### src/verilog/rtk_pkg.sv
`default_nettype none
package rtk_pkg;
  // Register addresses
  localparam logic [6:0] ADDR_SEC = 7'h00;
  localparam logic [6:0] ADDR_MIN = 7'h01;
  localparam logic [6:0] ADDR_HOUR = 7'h02;
  localparam logic [6:0] ADDR_WKDAY = 7'h03;
  localparam logic [6:0] ADDR_DATE = 7'h04;
  localparam logic [6:0] ADDR_MTH = 7'h05;
  localparam logic [6:0] ADDR_YEAR = 7'h06;
  localparam logic [6:0] ADDR_CTRL = 7'h07;
  localparam logic [6:0] RTCC_LAST = 7'h1F;
  localparam logic [6:0] NUM_SNAP = 7'h07;
  // Field positions
  localparam int ST_BIT = 7;
  localparam int FMT_BIT = 6;
  localparam int PM_BIT = 5;
  localparam int EXT_CLOCK_ENABLE_BIT = 3;
  // Reset values
  localparam logic [6:0] RST_SEC = 7'h00;
  localparam logic [6:0] RST_MIN = 7'h00;
  localparam logic [5:0] RST_HOUR = 6'h00;
  localparam logic [2:0] RST_WKDAY = 3'h1;
  localparam logic [5:0] RST_DATE = 6'h01;
  localparam logic [4:0] RST_MTH = 5'h01;
  localparam logic [7:0] RST_YEAR = 8'h01;
  localparam logic [7:0] RST_CTRL = 8'h00;
  // Calendar limits in BCD
  localparam logic [6:0] SEC_LAST = 7'h59;
  localparam logic [6:0] MIN_LAST = 7'h59;
  localparam logic [5:0] H24_LAST = 6'h23;
  localparam logic [4:0] H12_ELEVEN = 5'h11;
  localparam logic [4:0] H12_NOON = 5'h12;
  localparam logic [4:0] H12_ONE = 5'h01;
  localparam logic [2:0] WK_FIRST = 3'h1;
  localparam logic [2:0] WK_LAST = 3'h7;
  localparam logic [5:0] DAY_FIRST = 6'h01;
  localparam logic [5:0] DAY_28 = 6'h28;
  localparam logic [5:0] DAY_29 = 6'h29;
  localparam logic [5:0] DAY_30 = 6'h30;
  localparam logic [5:0] DAY_31 = 6'h31;
  localparam logic [4:0] MTH_FIRST = 5'h01;
  localparam logic [4:0] MTH_FEB = 5'h02;
  localparam logic [4:0] MTH_APR = 5'h04;
  localparam logic [4:0] MTH_JUN = 5'h06;
  localparam logic [4:0] MTH_SEP = 5'h09;
  localparam logic [4:0] MTH_NOV = 5'h11;
  localparam logic [4:0] MTH_LAST = 5'h12;
  localparam logic [7:0] YEAR_LAST = 8'h99;
  // Timing
  localparam int OSC_RUN_EDGES = 32;
  localparam int TB_DIV = 32768;
  localparam int CLK_PERIOD_NS = 5;
  localparam int OSF_TIMEOUT_US = 1000;
  localparam int OSF_TIMEOUT_CYC = (OSF_TIMEOUT_US * 1000) / CLK_PERIOD_NS;
  // Oscillator monitor states
  typedef enum logic [1:0] {OSC_STOPPED, OSC_STARTING, OSC_RUNNING} rtk_osc_e;
endpackage
`default_nettype wire

### src/verilog/rtk_osc_mon.sv
`default_nettype none
module rtk_osc_mon #(
  parameter int RUN_EDGES = rtk_pkg::OSC_RUN_EDGES,
  parameter int TIMEOUT_CYC = rtk_pkg::OSF_TIMEOUT_CYC
) (
  input wire logic ref_clk_i, // System clock
  input wire logic rst_i, // Synchronous reset
  input wire logic edge_i, // One time base cycle seen
  output logic running_o // Oscillator running
);
  localparam int EW = $clog2(RUN_EDGES + 1);
  rtk_pkg::rtk_osc_e state_r;
  logic [EW-1:0] edge_cnt_r;
  logic [31:0] idle_r;
  logic timeout;

  assign timeout = (idle_r == 32'(TIMEOUT_CYC));
  assign running_o = (state_r == rtk_pkg::OSC_RUNNING);

  // Clocks since the last time base edge, saturating at the limit
  always_ff @(posedge ref_clk_i) begin
    if (rst_i || edge_i) begin
      idle_r <= '0;
    end else if (!timeout) begin
      idle_r <= idle_r + 32'h1;
    end
  end

  // Start detection and failure detection
  always_ff @(posedge ref_clk_i) begin
    if (rst_i) begin
      state_r <= rtk_pkg::OSC_STOPPED;
      edge_cnt_r <= '0;
    end else begin
      unique case (state_r)
        rtk_pkg::OSC_STOPPED: begin
          if (edge_i) begin
            state_r <= rtk_pkg::OSC_STARTING;
            edge_cnt_r <= EW'(1);
          end
        end
        rtk_pkg::OSC_STARTING: begin
          if (timeout) begin
            state_r <= rtk_pkg::OSC_STOPPED;
          end else if (edge_i) begin
            edge_cnt_r <= edge_cnt_r + EW'(1);
            if (edge_cnt_r == EW'(RUN_EDGES - 1)) begin
              state_r <= rtk_pkg::OSC_RUNNING;
            end
          end
        end
        rtk_pkg::OSC_RUNNING: begin
          if (timeout) begin
            state_r <= rtk_pkg::OSC_STOPPED;
          end
        end
        default: begin
          state_r <= rtk_pkg::OSC_STOPPED;
        end
      endcase
    end
  end
endmodule
`default_nettype wire

### src/verilog/rtk_prescale.sv
`default_nettype none
module rtk_prescale #(
  parameter int DIV = rtk_pkg::TB_DIV
) (
  input wire logic ref_clk_i, // System clock
  input wire logic rst_i, // Synchronous reset
  input wire logic clr_i, // Restart the second
  input wire logic edge_i, // One time base cycle seen
  output logic tick_o // One-cycle seconds pulse
);
  localparam int CW = $clog2(DIV);
  logic [CW-1:0] cnt_r;
  logic tick_r;
  logic last;

  assign last = (cnt_r == CW'(DIV - 1));
  assign tick_o = tick_r;

  // Divider advances only on time base edges
  always_ff @(posedge ref_clk_i) begin
    if (rst_i || clr_i) begin
      cnt_r <= '0;
    end else if (edge_i) begin
      cnt_r <= last ? '0 : cnt_r + CW'(1);
    end
  end

  // Seconds pulse
  always_ff @(posedge ref_clk_i) begin
    if (rst_i) begin
      tick_r <= 1'b0;
    end else begin
      tick_r <= edge_i && last && !clr_i;
    end
  end
endmodule
`default_nettype wire

### src/verilog/rtk_timekeeper.sv
`default_nettype none
// Functional notes
// - Time base is a crystal on the oscillator pins or external clock on input pin.
// - Crystal amplifier runs only while the start bit is set.
// - External clock counts as time base while its enable bit or the start bit is set.
// - Running flag sets after 32 time base cycles once the oscillator starts.
// - Running flag clears when no cycles arrive for longer than the fail timeout.
// - Separate BCD registers for seconds, minutes, hours, weekday, date, month, year.
// - Short months handled automatically; leap years corrected from 2001 to 2099.
// - Year is two BCD digits, rolls 99 to 00 with no further carry.
// - Hours kept in 12-hour or 24-hour form per the format bit.
// - Day ends at 11:59:59 PM or 23:59:59, carrying into date and weekday.
// - Weekday counts 1 to 7, advances at midnight, wraps to 1, no carry.
// - After the last day of month 12 comes 01/01 with a year carry.
// - Month lengths 31 or 30 days; February 29 in leap years, else 28.
// - Reads of 0x00 to 0x06 come from a snapshot refreshed when a read starts in 0x00 to 0x1F.
// - Snapshot refreshes again when a read address wraps from 0x1F to 0x00.
// - Format bit set selects 12-hour mode, clear selects 24-hour mode.
// - Read-only leap year flag is one when the current year is leap.
module rtk_timekeeper #(
  parameter int TOSF_CYC = rtk_pkg::OSF_TIMEOUT_CYC, // Fail timeout in clocks
  parameter int PRESCALE = rtk_pkg::TB_DIV // Time base cycles per second
) (
  input wire logic ref_clk_i, // System clock
  input wire logic rst_i, // Synchronous reset
  input wire logic osc_input_pin_i, // Crystal or external clock input
  output logic osc_output_pin_o, // Crystal amplifier output
  output logic osc_output_en_o, // Amplifier drives output pin
  input wire logic wr_i, // Register write strobe
  input wire logic [6:0] wr_addr_i, // Register write address
  input wire logic [7:0] wr_data_i, // Register write data
  input wire logic rd_start_i, // Read begins at rd_addr_i
  input wire logic [6:0] rd_addr_i, // Read start address
  input wire logic rd_next_i, // Advance to next read byte
  output logic [7:0] rd_data_o // Read data
);
  logic st_r, fmt12_r, x1_d_r, x2_r;
  logic [7:0] ctrl_r, yr_r, yr_nxt;
  logic [6:0] sec_r, min_r, sec_nxt, min_nxt;
  logic [5:0] hr_r, date_r, hr_nxt, date_nxt;
  logic [2:0] wk_r, wk_nxt;
  logic [4:0] mon_r, mon_nxt;
  logic src_en, tb_edge, sec_tick, osc_run, adv, leap, refresh;
  logic min_c, hr_c, day_c, mon_c, yr_c;
  logic wr_sec, wr_min, wr_hour, wr_wk, wr_date, wr_mon, wr_year, wr_ctrl;
  logic [7:0] live_b [0:6];
  logic [7:0] snap_r [0:6];
  logic [6:0] rd_ptr_r, rd_ptr_nxt;
  logic [7:0] rd_byte, rd_data_r;

  // BCD increment of a two-digit value
  function automatic logic [7:0] bcd_inc(input logic [7:0] v);
    if (v[3:0] == 4'h9) begin
      return {v[7:4] + 4'h1, 4'h0};
    end
    return {v[7:4], v[3:0] + 4'h1};
  endfunction

  // Leap year within a century: BCD year divisible by four
  function automatic logic is_leap(input logic [7:0] y);
    if (y[4] == 1'b0) begin
      return (y[3:0] == 4'h0) || (y[3:0] == 4'h4) || (y[3:0] == 4'h8);
    end
    return (y[3:0] == 4'h2) || (y[3:0] == 4'h6);
  endfunction

  // Last date of a month
  function automatic logic [5:0] last_day(input logic [4:0] m, input logic lp);
    if (m == rtk_pkg::MTH_FEB) begin
      return lp ? rtk_pkg::DAY_29 : rtk_pkg::DAY_28;
    end
    if (m == rtk_pkg::MTH_APR || m == rtk_pkg::MTH_JUN ||
        m == rtk_pkg::MTH_SEP || m == rtk_pkg::MTH_NOV) begin
      return rtk_pkg::DAY_30;
    end
    return rtk_pkg::DAY_31;
  endfunction

  // Write decode
  assign wr_sec = wr_i && (wr_addr_i == rtk_pkg::ADDR_SEC);
  assign wr_min = wr_i && (wr_addr_i == rtk_pkg::ADDR_MIN);
  assign wr_hour = wr_i && (wr_addr_i == rtk_pkg::ADDR_HOUR);
  assign wr_wk = wr_i && (wr_addr_i == rtk_pkg::ADDR_WKDAY);
  assign wr_date = wr_i && (wr_addr_i == rtk_pkg::ADDR_DATE);
  assign wr_mon = wr_i && (wr_addr_i == rtk_pkg::ADDR_MTH);
  assign wr_year = wr_i && (wr_addr_i == rtk_pkg::ADDR_YEAR);
  assign wr_ctrl = wr_i && (wr_addr_i == rtk_pkg::ADDR_CTRL);

  // Start bit, hour format and configuration byte
  always_ff @(posedge ref_clk_i) begin
    if (rst_i) begin
      st_r <= 1'b0;
      fmt12_r <= 1'b0;
      ctrl_r <= rtk_pkg::RST_CTRL;
    end else begin
      if (wr_sec) begin
        st_r <= wr_data_i[rtk_pkg::ST_BIT];
      end
      if (wr_hour) begin
        fmt12_r <= wr_data_i[rtk_pkg::FMT_BIT];
      end
      if (wr_ctrl) begin
        ctrl_r <= wr_data_i;
      end
    end
  end

  // Input pin history and inverting crystal amplifier
  always_ff @(posedge ref_clk_i) begin
    if (rst_i) begin
      x1_d_r <= 1'b0;
      x2_r <= 1'b0;
    end else begin
      x1_d_r <= osc_input_pin_i;
      x2_r <= ~osc_input_pin_i;
    end
  end

  // Crystal drive only in crystal mode with start set
  assign osc_output_pin_o = x2_r;
  assign osc_output_en_o = st_r && !ctrl_r[rtk_pkg::EXT_CLOCK_ENABLE_BIT];
  assign src_en = ctrl_r[rtk_pkg::EXT_CLOCK_ENABLE_BIT] || st_r;
  assign tb_edge = src_en && osc_input_pin_i && !x1_d_r;

  // Running detector
  rtk_osc_mon #(
    .RUN_EDGES(rtk_pkg::OSC_RUN_EDGES),
    .TIMEOUT_CYC(TOSF_CYC)
  ) u_osc_mon (
    .ref_clk_i(ref_clk_i),
    .rst_i(rst_i),
    .edge_i(tb_edge),
    .running_o(osc_run)
  );

  // Seconds divider, restarted by a seconds write
  rtk_prescale #(
    .DIV(PRESCALE)
  ) u_prescale (
    .ref_clk_i(ref_clk_i),
    .rst_i(rst_i),
    .clr_i(wr_sec),
    .edge_i(tb_edge),
    .tick_o(sec_tick)
  );

  // A tick that meets a host write is dropped
  assign adv = sec_tick && !wr_i;
  assign leap = is_leap(yr_r);

  // Carry chain from seconds to year
  always_comb begin
    logic [7:0] t;
    t = 8'h00;
    sec_nxt = sec_r;
    min_nxt = min_r;
    hr_nxt = hr_r;
    wk_nxt = wk_r;
    date_nxt = date_r;
    mon_nxt = mon_r;
    yr_nxt = yr_r;
    min_c = 1'b0;
    hr_c = 1'b0;
    day_c = 1'b0;
    mon_c = 1'b0;
    yr_c = 1'b0;
    if (adv) begin
      if (sec_r == rtk_pkg::SEC_LAST) begin
        sec_nxt = '0;
        min_c = 1'b1;
      end else begin
        t = bcd_inc({1'b0, sec_r});
        sec_nxt = t[6:0];
      end
    end
    if (min_c) begin
      if (min_r == rtk_pkg::MIN_LAST) begin
        min_nxt = '0;
        hr_c = 1'b1;
      end else begin
        t = bcd_inc({1'b0, min_r});
        min_nxt = t[6:0];
      end
    end
    if (hr_c) begin
      if (fmt12_r) begin
        if (hr_r[4:0] == rtk_pkg::H12_ELEVEN) begin
          hr_nxt = {~hr_r[rtk_pkg::PM_BIT], rtk_pkg::H12_NOON};
          day_c = hr_r[rtk_pkg::PM_BIT];
        end else if (hr_r[4:0] == rtk_pkg::H12_NOON) begin
          hr_nxt = {hr_r[rtk_pkg::PM_BIT], rtk_pkg::H12_ONE};
        end else begin
          t = bcd_inc({3'h0, hr_r[4:0]});
          hr_nxt = {hr_r[rtk_pkg::PM_BIT], t[4:0]};
        end
      end else begin
        if (hr_r == rtk_pkg::H24_LAST) begin
          hr_nxt = '0;
          day_c = 1'b1;
        end else begin
          t = bcd_inc({2'h0, hr_r});
          hr_nxt = t[5:0];
        end
      end
    end
    if (day_c) begin
      wk_nxt = (wk_r == rtk_pkg::WK_LAST) ? rtk_pkg::WK_FIRST : wk_r + 3'h1;
      if (date_r == last_day(mon_r, leap)) begin
        date_nxt = rtk_pkg::DAY_FIRST;
        mon_c = 1'b1;
      end else begin
        t = bcd_inc({2'h0, date_r});
        date_nxt = t[5:0];
      end
    end
    if (mon_c) begin
      if (mon_r == rtk_pkg::MTH_LAST) begin
        mon_nxt = rtk_pkg::MTH_FIRST;
        yr_c = 1'b1;
      end else begin
        t = bcd_inc({3'h0, mon_r});
        mon_nxt = t[4:0];
      end
    end
    if (yr_c) begin
      yr_nxt = (yr_r == rtk_pkg::YEAR_LAST) ? 8'h00 : bcd_inc(yr_r);
    end
  end

  // Time of day registers
  always_ff @(posedge ref_clk_i) begin
    if (rst_i) begin
      sec_r <= rtk_pkg::RST_SEC;
      min_r <= rtk_pkg::RST_MIN;
      hr_r <= rtk_pkg::RST_HOUR;
    end else begin
      sec_r <= wr_sec ? wr_data_i[6:0] : sec_nxt;
      min_r <= wr_min ? wr_data_i[6:0] : min_nxt;
      hr_r <= wr_hour ? wr_data_i[5:0] : hr_nxt;
    end
  end

  // Calendar registers
  always_ff @(posedge ref_clk_i) begin
    if (rst_i) begin
      wk_r <= rtk_pkg::RST_WKDAY;
      date_r <= rtk_pkg::RST_DATE;
      mon_r <= rtk_pkg::RST_MTH;
      yr_r <= rtk_pkg::RST_YEAR;
    end else begin
      wk_r <= wr_wk ? wr_data_i[2:0] : wk_nxt;
      date_r <= wr_date ? wr_data_i[5:0] : date_nxt;
      mon_r <= wr_mon ? wr_data_i[4:0] : mon_nxt;
      yr_r <= wr_year ? wr_data_i : yr_nxt;
    end
  end

  // Live register images with status bits
  assign live_b[0] = {st_r, sec_r};
  assign live_b[1] = {1'b0, min_r};
  assign live_b[2] = {1'b0, fmt12_r, hr_r};
  assign live_b[3] = {2'b00, osc_run, 2'b00, wk_r};
  assign live_b[4] = {2'b00, date_r};
  assign live_b[5] = {2'b00, leap, mon_r};
  assign live_b[6] = yr_r;

  // Read pointer and snapshot refresh events
  assign refresh = (rd_start_i && rd_addr_i <= rtk_pkg::RTCC_LAST) ||
                   (!rd_start_i && rd_next_i && rd_ptr_r == rtk_pkg::RTCC_LAST);
  always_comb begin
    rd_ptr_nxt = rd_ptr_r;
    if (rd_start_i) begin
      rd_ptr_nxt = rd_addr_i;
    end else if (rd_next_i) begin
      rd_ptr_nxt = (rd_ptr_r == rtk_pkg::RTCC_LAST) ? 7'h00 : rd_ptr_r + 7'h01;
    end
  end

  // Byte for the next read slot; a fresh snapshot is read straight from live
  always_comb begin
    rd_byte = 8'h00;
    if (rd_ptr_nxt < rtk_pkg::NUM_SNAP) begin
      rd_byte = refresh ? live_b[rd_ptr_nxt[2:0]] : snap_r[rd_ptr_nxt[2:0]];
    end else if (rd_ptr_nxt == rtk_pkg::ADDR_CTRL) begin
      rd_byte = ctrl_r;
    end
  end

  // Snapshot buffer
  always_ff @(posedge ref_clk_i) begin
    if (rst_i) begin
      for (int i = 0; i < 7; i++) begin
        snap_r[i] <= 8'h00;
      end
    end else if (refresh) begin
      for (int i = 0; i < 7; i++) begin
        snap_r[i] <= live_b[i];
      end
    end
  end

  // Read pointer and read data
  always_ff @(posedge ref_clk_i) begin
    if (rst_i) begin
      rd_ptr_r <= 7'h00;
      rd_data_r <= 8'h00;
    end else begin
      rd_ptr_r <= rd_ptr_nxt;
      if (rd_start_i || rd_next_i) begin
        rd_data_r <= rd_byte;
      end
    end
  end

  assign rd_data_o = rd_data_r;
endmodule
`default_nettype wire
### config.mk
export PLATFORM = sky130hd
export DESIGN_NAME = rtk_timekeeper
export DESIGN_NICKNAME = d
export VERILOG_FILES = /design/src/verilog/rtk_pkg.sv /design/src/verilog/rtk_osc_mon.sv /design/src/verilog/rtk_prescale.sv /design/src/verilog/rtk_timekeeper.sv
export SDC_FILE = /design/constraint.sdc
export NUM_CORES = 1
export LEC_CHECK = 0
export BUFFER_PORTS_ARGS = -buffer_cell sky130_fd_sc_hd__buf_2
export CORE_ASPECT_RATIO = 0.8
export CORE_UTILIZATION = 67
export DETAILED_ROUTE_END_ITERATION = 16
export GPL_TIMING_DRIVEN = 0
export PLACE_DENSITY = 0.87
export SLEW_MARGIN = 20
export SYNTH_ARGS = -nofsm -noshare
export SYNTH_HDL_FRONTEND = slang
export SYNTH_HIERARCHICAL = 1
export SYNTH_SLANG_ARGS = --single-unit
### constraint.sdc
create_clock -name ref_clk_i -period 7.15 [get_ports ref_clk_i]
set_input_delay 0 -clock ref_clk_i [delete_from_list [all_inputs] [get_ports ref_clk_i]]
set_output_delay 0 -clock ref_clk_i [all_outputs]
set_load 0.005 [all_outputs]
==> impl_results.md, run 1 <==
- Fmax: 0.318 GHz
- Top cells by area, synth: dfxtp_1, edfxtp_1, nor2_1
- First-pass GRT wire length: 43200 um
- Dpl cell area: 9930 um2
- Critical path class: flip-flop to flip-flop
- Antenna violations before repair: 0
- Final hold vios: 0
- Core area: 13700 um2
- Num CTS Buffers: 17
- Final WL: 28000 um
- Status: finished clean
- Worst Path Arrival: 3330 ps
- Commonest non-fill, non-tap cells in the layout: nor2_1, dfxtp_1, nand2_1
- Tmin final: 3150 ps
- H-tree levels: 4
- DRC: 0
- Share of cells above drive strength 1: 0.116
- Routed wire length per instance: 20.9 um
- Post-Synthesis Cells: 1082
- Vias in the first global route: 8061
- Pin count of the biggest net entering global routing: 33
- Mean Syn Cell Area: 8.78 um2
- RSZ-0062 raised after global routing: no
- Worst-Margin Slew: 1050 ps
- Clk slew on worst S/H paths: 60 ps
- Clock root cell: clkbuf_16
- Synthesized flop and latch total: 171
- Final GP Congestion: 0.975
- Worst-skew pair later-pin latency: 440 ps
- Die W: 135 um
- Max-cap viol count: 0
- Clock sink total: 171
- CTS tree: built
- YS warnings: 6
- Final WS setup: 4000 ps
- Final setup viols: 0
- Slew headroom: 0.298
- CTS resizes: 0
- Buffers on Ports: 34
- Cell variety after synth: 89
- Primary FF master, synth: dfxtp_1
- DP HPWL: 19300 um
- HP Class: input pin to flip-flop
- Leakage: 3.87 nW
- Starting DRC count in detailed routing: 1434
- Setup TNS: 0 ps
- Die area: 14700 um2
- Overflow after GRT: 0
- Vias: 9099
- Die height: 109 um
- Nets@finish: 1195
- Diodes inserted: 0
- Initial Util: 0.694
- Drt pass-1 iters: 8
- Num rows: 38
- Syn Nets: 1128
- Clock skew: 7.22 ps
- Synth top area share: 0.263
- Cell Pwr Density: 200 nW/um2
- Area leader, netlist: dfxtp_1
- Area Overhead vs Synth: 12.1%
- Sequential area share after synthesis: 0.409
- Crit path required time: 7330 ps
- Commonest non-fill, non-tap cell in the layout: nor2_1
- Clock Path Buffers: 2
- Final Max Slew Viols: 0
- Final period util: 0.440
- Worst Path Max Fanout: 32
- Critical Path Start Type: flip-flop
- Asr flop ratio synth: 0
- Critical path endpoint category: flip-flop
- Post-synth EDFFs: 46
- Remaining antenna violation count after routing: 0
- Pre-CTS setup slack: 3840 ps
- Peak supply drop: 0.201 mV
- Mapped cell area: 9500 um2
- Total Routing Usage GR: 0.392
- Vias per inst: 6.78
- Post-route cell area: 10700 um2
- IO Count: 38
report_power, final:
group / total (W) / leakage, nW / internal [W] / switching [W]
Sequential: 0.00103 / 1.49 / 0.00101 / 0.0000133
Clock: 0.000933 / 0.298 / 0.000540 / 0.000393
Combinational: 0.000175 / 2.08 / 0.0000572 / 0.000118
cells in the mapped netlist, types with 11 or more instances:
cell type  count
clkbuf_1      43
nor4_1        17
a31oi_1       15
inv_1         24
ha_1          18
a211oi_1      23
nor2b_1       23
and3_1        44
nand2_1       90
buf_2         11
xor2_1        24
mux2i_1       38
o21ai_0       39
nand2b_1      11
a21oi_1       36
o211ai_1      14
dfxtp_1      125
nand4_1       16
nor2_1       138
nand3_1       37
a311oi_1      14
edfxtp_1      46
xnor2_1       24
nor3_1        45
what timing repair did:
item                      CTS  global route
hold endpoints to repair   30             0
hold buffers               13             0
setup buffers               0             0
worst max-delay path, cell delays in order (launching register included):
cell and delay [ps]:
dfxtp_1 360, ha_1 310, and4bb_2 320, a31oi_2 670, clkbuf_1 530, nand2_2 380
buf_12 310
final cells by class:
class                           count  area (um2)
Buffer                             67         304
Clock buffer                       23         510
Clock inverter                      9        82.6
Fill cell                         969        3040
Inverter                           25        93.8
Multi-Input combinational cell    819        5240
Sequential cell                   171        3880
Tap cell                          180         225
Timing Repair Buffer               48         320
routing by layer:
metal  global-route usage  part of all wire  wire length (um)  vias up
met4                0.167             0.032               886        0
met3                0.144              0.16              4340      104
met1                0.537              0.40             11200     4194
met2                0.553              0.41             11600      687
met5                    0                 0                 0        -
li1                     -                 -                 -     4114
stage by stage:
step | power, W | util | cells | hold slack (ps)
finish | 0.00213 | 0.778 | 1342 | 28.3
CTS | 0.00212 | 0.778 | 1342 | 11.1
floorplan | 0.00114 | - | 1082 | 66.7
detailed placement | 0.00121 | 0.725 | 1297 | 218
global route | 0.00218 | 0.778 | 1342 | 43.8
global placement | 0.00120 | 0.723 | 1296 | 219
flip-flops by register name, summed over array words and instances, names as in the netlist, 7 cells and up:
signal            cells
ctrl_r                8
snap_r               46
min_r                 7
u_prescale/cnt_r     15
rd_ptr_r              7
u_osc_mon/idle_r     32
sec_r                 7
rd_data_o             8
yr_r                  8
final timing paths:
| path | slack (ps) | cells past startpoint | startpoint | end |
|---|---|---|---|---|
| max | 4000 | 6 | rd_ptr_r[0] | snap_r[2][1] |
| min | 30 | 4 | wr_i | sec_r[2] |
| max reg2reg | 4000 | 6 | rd_ptr_r[0] | snap_r[2][1] |
| min reg2reg | 500 | 2 | ctrl_r[6] | rd_data_o[6] |
logic make-up (layout without fill, tap and decap cells):
| family | Yosys count | after routing | synth area share |
|---|---|---|---|
| compound gates | 205 | 205 | 0.155 |
| xor+xnor | 48 | 48 | 0.0442 |
| fa+ha+maj | 18 | 18 | 0.0237 |
| buf+inv | 92 | 172 | 0.0419 |
| flops | 171 | 171 | 0.409 |
| mux | 42 | 42 | 0.0448 |
| simple gates | 506 | 506 | 0.282 |
(Power assumes the default switching activity.)
==> run 2, diff against run 1 <==
ABC_AREA = 1   (was unset)
CORE_UTILIZATION = 63   (was 67)
PLACE_DENSITY = 0.83   (was 0.87)
clock period = 3.2 ns   (was 7.15 ns; I/O delays follow)
==> impl_results.md, run 2 <==
- Die height: 115 um
- Leakage: 4.73 nW
- Top flop regs: snap_r: 46 flops, u_osc_mon/idle_r: 32 flops, u_prescale/cnt_r: 15 flops
- Final GP Congestion: 0.958
- Post-CTS setup buffers: 0
- Cell variety after synth: 54
- FF-to-FF path depth: 8
- Syn Nets: 1495
- Hold endpoint: rd_ptr_r[6]
- Die area: 16500 um2
- Mapped cell area: 10100 um2
- Hold Path Depth: 4
- Simple-gate share of the synthesized area: 0.358
- Remaining antenna violation count after routing: 0
- Max-cap viol count: 0
- Synthesized flop and latch total: 171
- Post-Synthesis Cells: 1449
- H-tree levels: 4
- Clk slew on worst S/H paths: 60 ps
- Multiplexer area fraction after synthesis: 0
- R2R setup slack: 760 ps
- Critical path class: input pin to flip-flop
- Area leader, netlist: dfxtp_1
- Final WL: 28900 um
- Slew headroom: 0.374
- IO Count: 38
- Share of cells above drive strength 1: 0.111
- Crit path required time: 3380 ps
- Num CTS Buffers: 17
- Diodes inserted: 0
- XOR/XNOR Fraction of Synth Area: 0.0218
- Vias in the first global route: 8974
- Most frequent cells after synthesis: nand2_1, nor2_1, inv_1, dfxtp_1, nand3_1
- Worst reg2reg path startpoint: rd_ptr_r[0]
- Cell Pwr Density: 423 nW/um2
- Synth top area share: 0.249
- Total Routing Usage GR: 0.366
- Clock root cell: clkbuf_16
- Sequential area share after synthesis: 0.386
- Overflow after GRT: 0
- Die W: 143 um
- Final hold vios: 0
- Routed wire length per instance: 16.6 um
- Area of the multi-input gates: 5280 um2
- Clock Path Buffers: 2
- Final period util: 0.825
- Count leader, synth: nand2_1
- Worst-skew pair later-pin latency: 440 ps
- First-pass GRT wire length: 45800 um
- Vias per inst: 5.79
- Area Overhead vs Synth: 12.1%
- Nets@finish: 1568
- Buffers on Ports: 36
- Critical Path Start Type: input pin
- Commonest non-fill, non-tap cells in the layout: nand2_1, nor2_1, inv_1
- Complex-gate fraction of the synthesized area: 0.122
- Initial Util: 0.657
- HP Class: input pin to flip-flop
- Final Util: 0.736
- Core area: 15300 um2
- Min Hold Slack: 33.4 ps
- Register area: 3880 um2
- Num rows: 40
- Final setup viols: 0
- Clock skew: 12.3 ps
- Top cells by area, synth: dfxtp_1, edfxtp_1, nand2_1
- Final Max Slew Viols: 0
- Critical path endpoint category: flip-flop
- GR Layer Usage met2: 0.519
- Fmax: 0.379 GHz
- Tmin final: 2640 ps
- Hold_sp: rd_start_i
- Grt met3 use: 0.116
- Slowest CP cell: clkbuf_1
- # fillers: 1260
- Most flop-heavy register: snap_r
- Most used cell, CP: clkbuf_1
- Primary FF master, synth: dfxtp_1
- Pin count of the biggest net entering global routing: 25
- Flip-flop count of the largest register after layout: 46
- Status: finished clean
- Commonest non-fill, non-tap cell in the layout: nand2_1
- Antenna violations before repair: 0
- Critical path cell sequence: dlygate4sd3_1 -> buf_2 -> clkbuf_1 -> inv_2 -> clkbuf_1 -> nand2_2 -> buf_16
- Peak supply drop: 0.373 mV
- Largest family of logic cells by synthesized area: simple AND/OR/NAND/NOR gates
- Hold Buf Count CTS: 17
- CP max stage delay: 650 ps
- Post-synth EDFFs: 46
- Asr flop ratio synth: 0
- Drt pass-1 iters: 7
- Worst Path Max Fanout: 24
- Worst reg2reg endpoint: snap_r[0][5]
- Vias: 10100
- YS warnings: 6
- Starting DRC count in detailed routing: 1397
- DRC: 0
- GR peak layer: met2
- CTS resizes: 0
- Post-Synth Adder-Cell Area: 0.0224
- Worst-Margin Slew: 940 ps
- Worst Path Arrival: 2830 ps
- Mean Syn Cell Area: 6.94 um2
- DP HPWL: 21000 um
- RSZ-0062 raised after global routing: no
- Met1 usage in global routing: 0.519
- Clock sink total: 171
- CTS tree: built
run 2: metrics by stage:
stage	cell area, um2	setup TNS, ps	power [W]	setup slack, ps	cells
floorplan	10100	0	0.00260	697	1449
global placement	10500	-3200	0.00274	-71.0	1695
detailed placement	10500	0	0.00275	666	1696
CTS	11300	0	0.00476	639	1745
global route	11300	0	0.00492	539	1745
finish	11300	0	0.00477	559	1745
run 2: worst max-delay path by stage:
stage	from	endpoint	slack [ps]	cells past startpoint
floorplan	rd_ptr_r[0]	snap_r[0][0]	700	7
global placement	rst_i	snap_r[2][5]	-70	5
detailed placement	ctrl_r[3]	u_osc_mon/idle_r[10]	670	6
CTS	ctrl_r[3]	u_osc_mon/idle_r[10]	640	6
global route	rst_i	snap_r[0][5]	540	7
finish	rst_i	snap_r[0][5]	560	7
run 2: kinds of logic after synthesis:
logic type                 after synthesis
buffers and inverters                  228
xor gates and xnor gates                25
AOI/OAI and AO/OA                      213
adders and majority gates               18
DFF                                    171
and+or+nand+nor                        794
run 2: final cells by class:
cell class / count / share of cell area
plain buffers: 35 / 0.0158
flip-flops and latches: 171 / 0.345
clock buffers: 18 / 0.0381
well taps: 210 / 0.0233
inverters: 193 / 0.0645
multi-input cells: 1050 / 0.468
clock inverters: 14 / 0.0121
repair buffers: 54 / 0.0335
run 2: worst max-delay path, delay by kind of cell:
kind,cells,cell delay [ps]
and+or+nand+nor,1,560
buffers and inverters,6,2230
run 2: report_power, final:
part	internal (W)	switching (W)
combinational	0.000139	0.000314
sequential	0.00226	0.0000228
clock	0.00109	0.000942
run 2: metal layers:
metal / vias up / wire length (um)
li1: 4875 / -
met2: 596 / 11800
met4: 0 / 847
met3: 82 / 3960
met5: - / 0
met1: 4557 / 12300
==> run 3, diff against run 2 <==
CORE_UTILIZATION = 57   (was 63)
PLACE_DENSITY = 0.79   (was 0.83)
clock period = 2.35 ns   (was 3.2 ns; I/O delays follow)
==> impl_results.md, run 3 (synthesis gave the netlist of run 2 again) <==
- Status: finished clean
- Final setup viols: 0
- Area Overhead vs Synth: 12.7%
- Internal: 0.00478 W
- Switching pwr: 0.00170 W
- Final WL: 28400 um
- Die W: 151 um
- Drt pass-1 iters: 8
- Slowest CP cell: dfxtp_2
- Commonest non-fill, non-tap cells in the layout: nand2_1, nor2_1, inv_1
- Num CTS Buffers: 17
- Critical Path Start Type: flip-flop
- Share of cells above drive strength 1: 0.119
- Clk slew on worst S/H paths: 70 ps
- Clock network fraction of design power: 0.425
- Die height: 121 um
- First-pass GRT wire length: 45100 um
- Pre-CTS setup slack: -317 ps
- Remaining antenna violation count after routing: 0
- Die area: 18200 um2
- Clock skew: 8.35 ps
- Num rows: 43
- Worst-skew pair later-pin latency: 440 ps
- Setup TNS: 0 ps
- Initial Util: 0.581
- Final period util: 0.946
- Total Routing Usage GR: 0.325
- Clock sink total: 171
- Vias: 10100
- DRC: 0
- Antenna violations before repair: 0
- Commonest non-fill, non-tap cell in the layout: nand2_1
- Top flop regs: snap_r: 46 flops, u_osc_mon/idle_r: 32 flops, u_prescale/cnt_r: 15 flops
- Cell Pwr Density: 571 nW/um2
- Most used cell, CP: nand2_1
- HP Class: input pin to flip-flop
- Sequential power share: 0.481
- Routed wire length per instance: 16.1 um
- Starting DRC count in detailed routing: 1268
- Critical path cell sequence: ha_1 -> nand3_1 -> nand3_2 -> inv_1 -> buf_2 -> nand2_1 -> o21ai_0 -> nand2_1 -> nand2_1 -> nand3_1 -> a21oi_1
- Peak supply drop: 0.470 mV
- Pin count of the biggest net entering global routing: 47
- IO Count: 38
- H-tree levels: 4
- DP HPWL: 20700 um
- Slew headroom: 0.431
- Critical path endpoint category: flip-flop
- Flip-flop count of the largest register after layout: 46
- Max-cap viol count: 0
- Clock Path Buffers: 2
- Worst-Margin Slew: 854 ps
- Dpl cells: 1710
- Final hold vios: 0
- Worst Path Arrival: 2600 ps
- CTS tree: built
- Core area: 17300 um2
- Vias per inst: 5.70
- Buffers on Ports: 36
- Fmax: 0.450 GHz
- Critical path class: flip-flop to flip-flop
- Nets@finish: 1572
- Final WS setup: 128 ps
- Overflow after GRT: 0
- Worst Path Max Fanout: 10
- Tmin final: 2220 ps
- Crit path required time: 2730 ps
- CP max stage delay: 350 ps
- Leakage: 4.77 nW
- Final cell count without fillers: 1764
- Final GP Congestion: 0.988
- Clock root cell: clkbuf_16
- Vias in the first global route: 8889
- Final Max Slew Viols: 0
- Comb power frac: 0.094
- Diodes inserted: 0
- Net Sw Frac: 0.262
- Most flop-heavy register: snap_r
run 3: path summary, 6_finish.rpt:
kind	from	endpoint	slack (ps)	depth (start not counted)
max	rd_ptr_r[0]	rd_data_o[6]	130	11
max reg2reg	rd_ptr_r[0]	rd_data_o[6]	130	11
min reg2reg	u_osc_mon/idle_r[29]	u_osc_mon/idle_r[29]	460	2
min	rd_addr_i[3]	rd_ptr_r[3]	20	5
run 3: power by group through the flow:
stage               Clock [W]  Sequential, W  Combinational, W
floorplan                   0        0.00317          0.000370
global placement            0        0.00318          0.000547
detailed placement          0        0.00318          0.000557
CTS                   0.00278        0.00311          0.000585
global route          0.00289        0.00312          0.000658
finish                0.00275        0.00311          0.000607
run 3: metal layers:
layer / part of all wire / vias to the layer above / global-route usage / wire (um)
li1: - / 4879 / - / -
met1: 0.44 / 4559 / 0.467 / 12600
met2: 0.41 / 539 / 0.458 / 11700
met3: 0.12 / 79 / 0.0898 / 3380
met4: 0.026 / 2 / 0.117 / 740
met5: 0.0024 / - / 0.0294 / 69
run 3: layout make-up:
class / count / area [um2]
Multi-Input combinational cell: 1050 / 5290
Timing Repair Buffer: 58 / 390
Clock inverter: 11 / 82.6
Clock buffer: 21 / 492
Sequential cell: 171 / 3890
Tap cell: 225 / 282
Buffer: 35 / 185
Inverter: 193 / 729
Fill cell: 1546 / 5990
run 3: stage by stage:
stage / hold slack (ps) / total power [W] / area (um2) / util
global placement: 189 / 0.00372 / 10500 / 0.607
finish: 15.7 / 0.00647 / 11300 / 0.654
detailed placement: 190 / 0.00374 / 10500 / 0.607
floorplan: 66.7 / 0.00354 / 10100 / -
CTS: 10.3 / 0.00648 / 11300 / 0.652
global route: 53.6 / 0.00667 / 11300 / 0.654
run 3: repair_timing:
item / 4_1_cts / 5_1_grt
endpoints found under the setup margin: 69 / 95
setup buffers: 0 / 4
gates resized for setup: 3 / 12
pin swaps: 0 / 3
hold buffers: 18 / 0
endpoints found under the hold margin: 32 / 0
run 3: critical path: cells and delay by family, from the launching register on:
| family | cells | cell delay (ps) |
|---|---|---|
| AND/OR/NAND/NOR | 6 | 640 |
| buffers and inverters | 2 | 570 |
| flip-flops | 1 | 350 |
| adder cells (fa/ha/maj) | 1 | 290 |
| AO/OA/AOI/OAI | 2 | 280 |
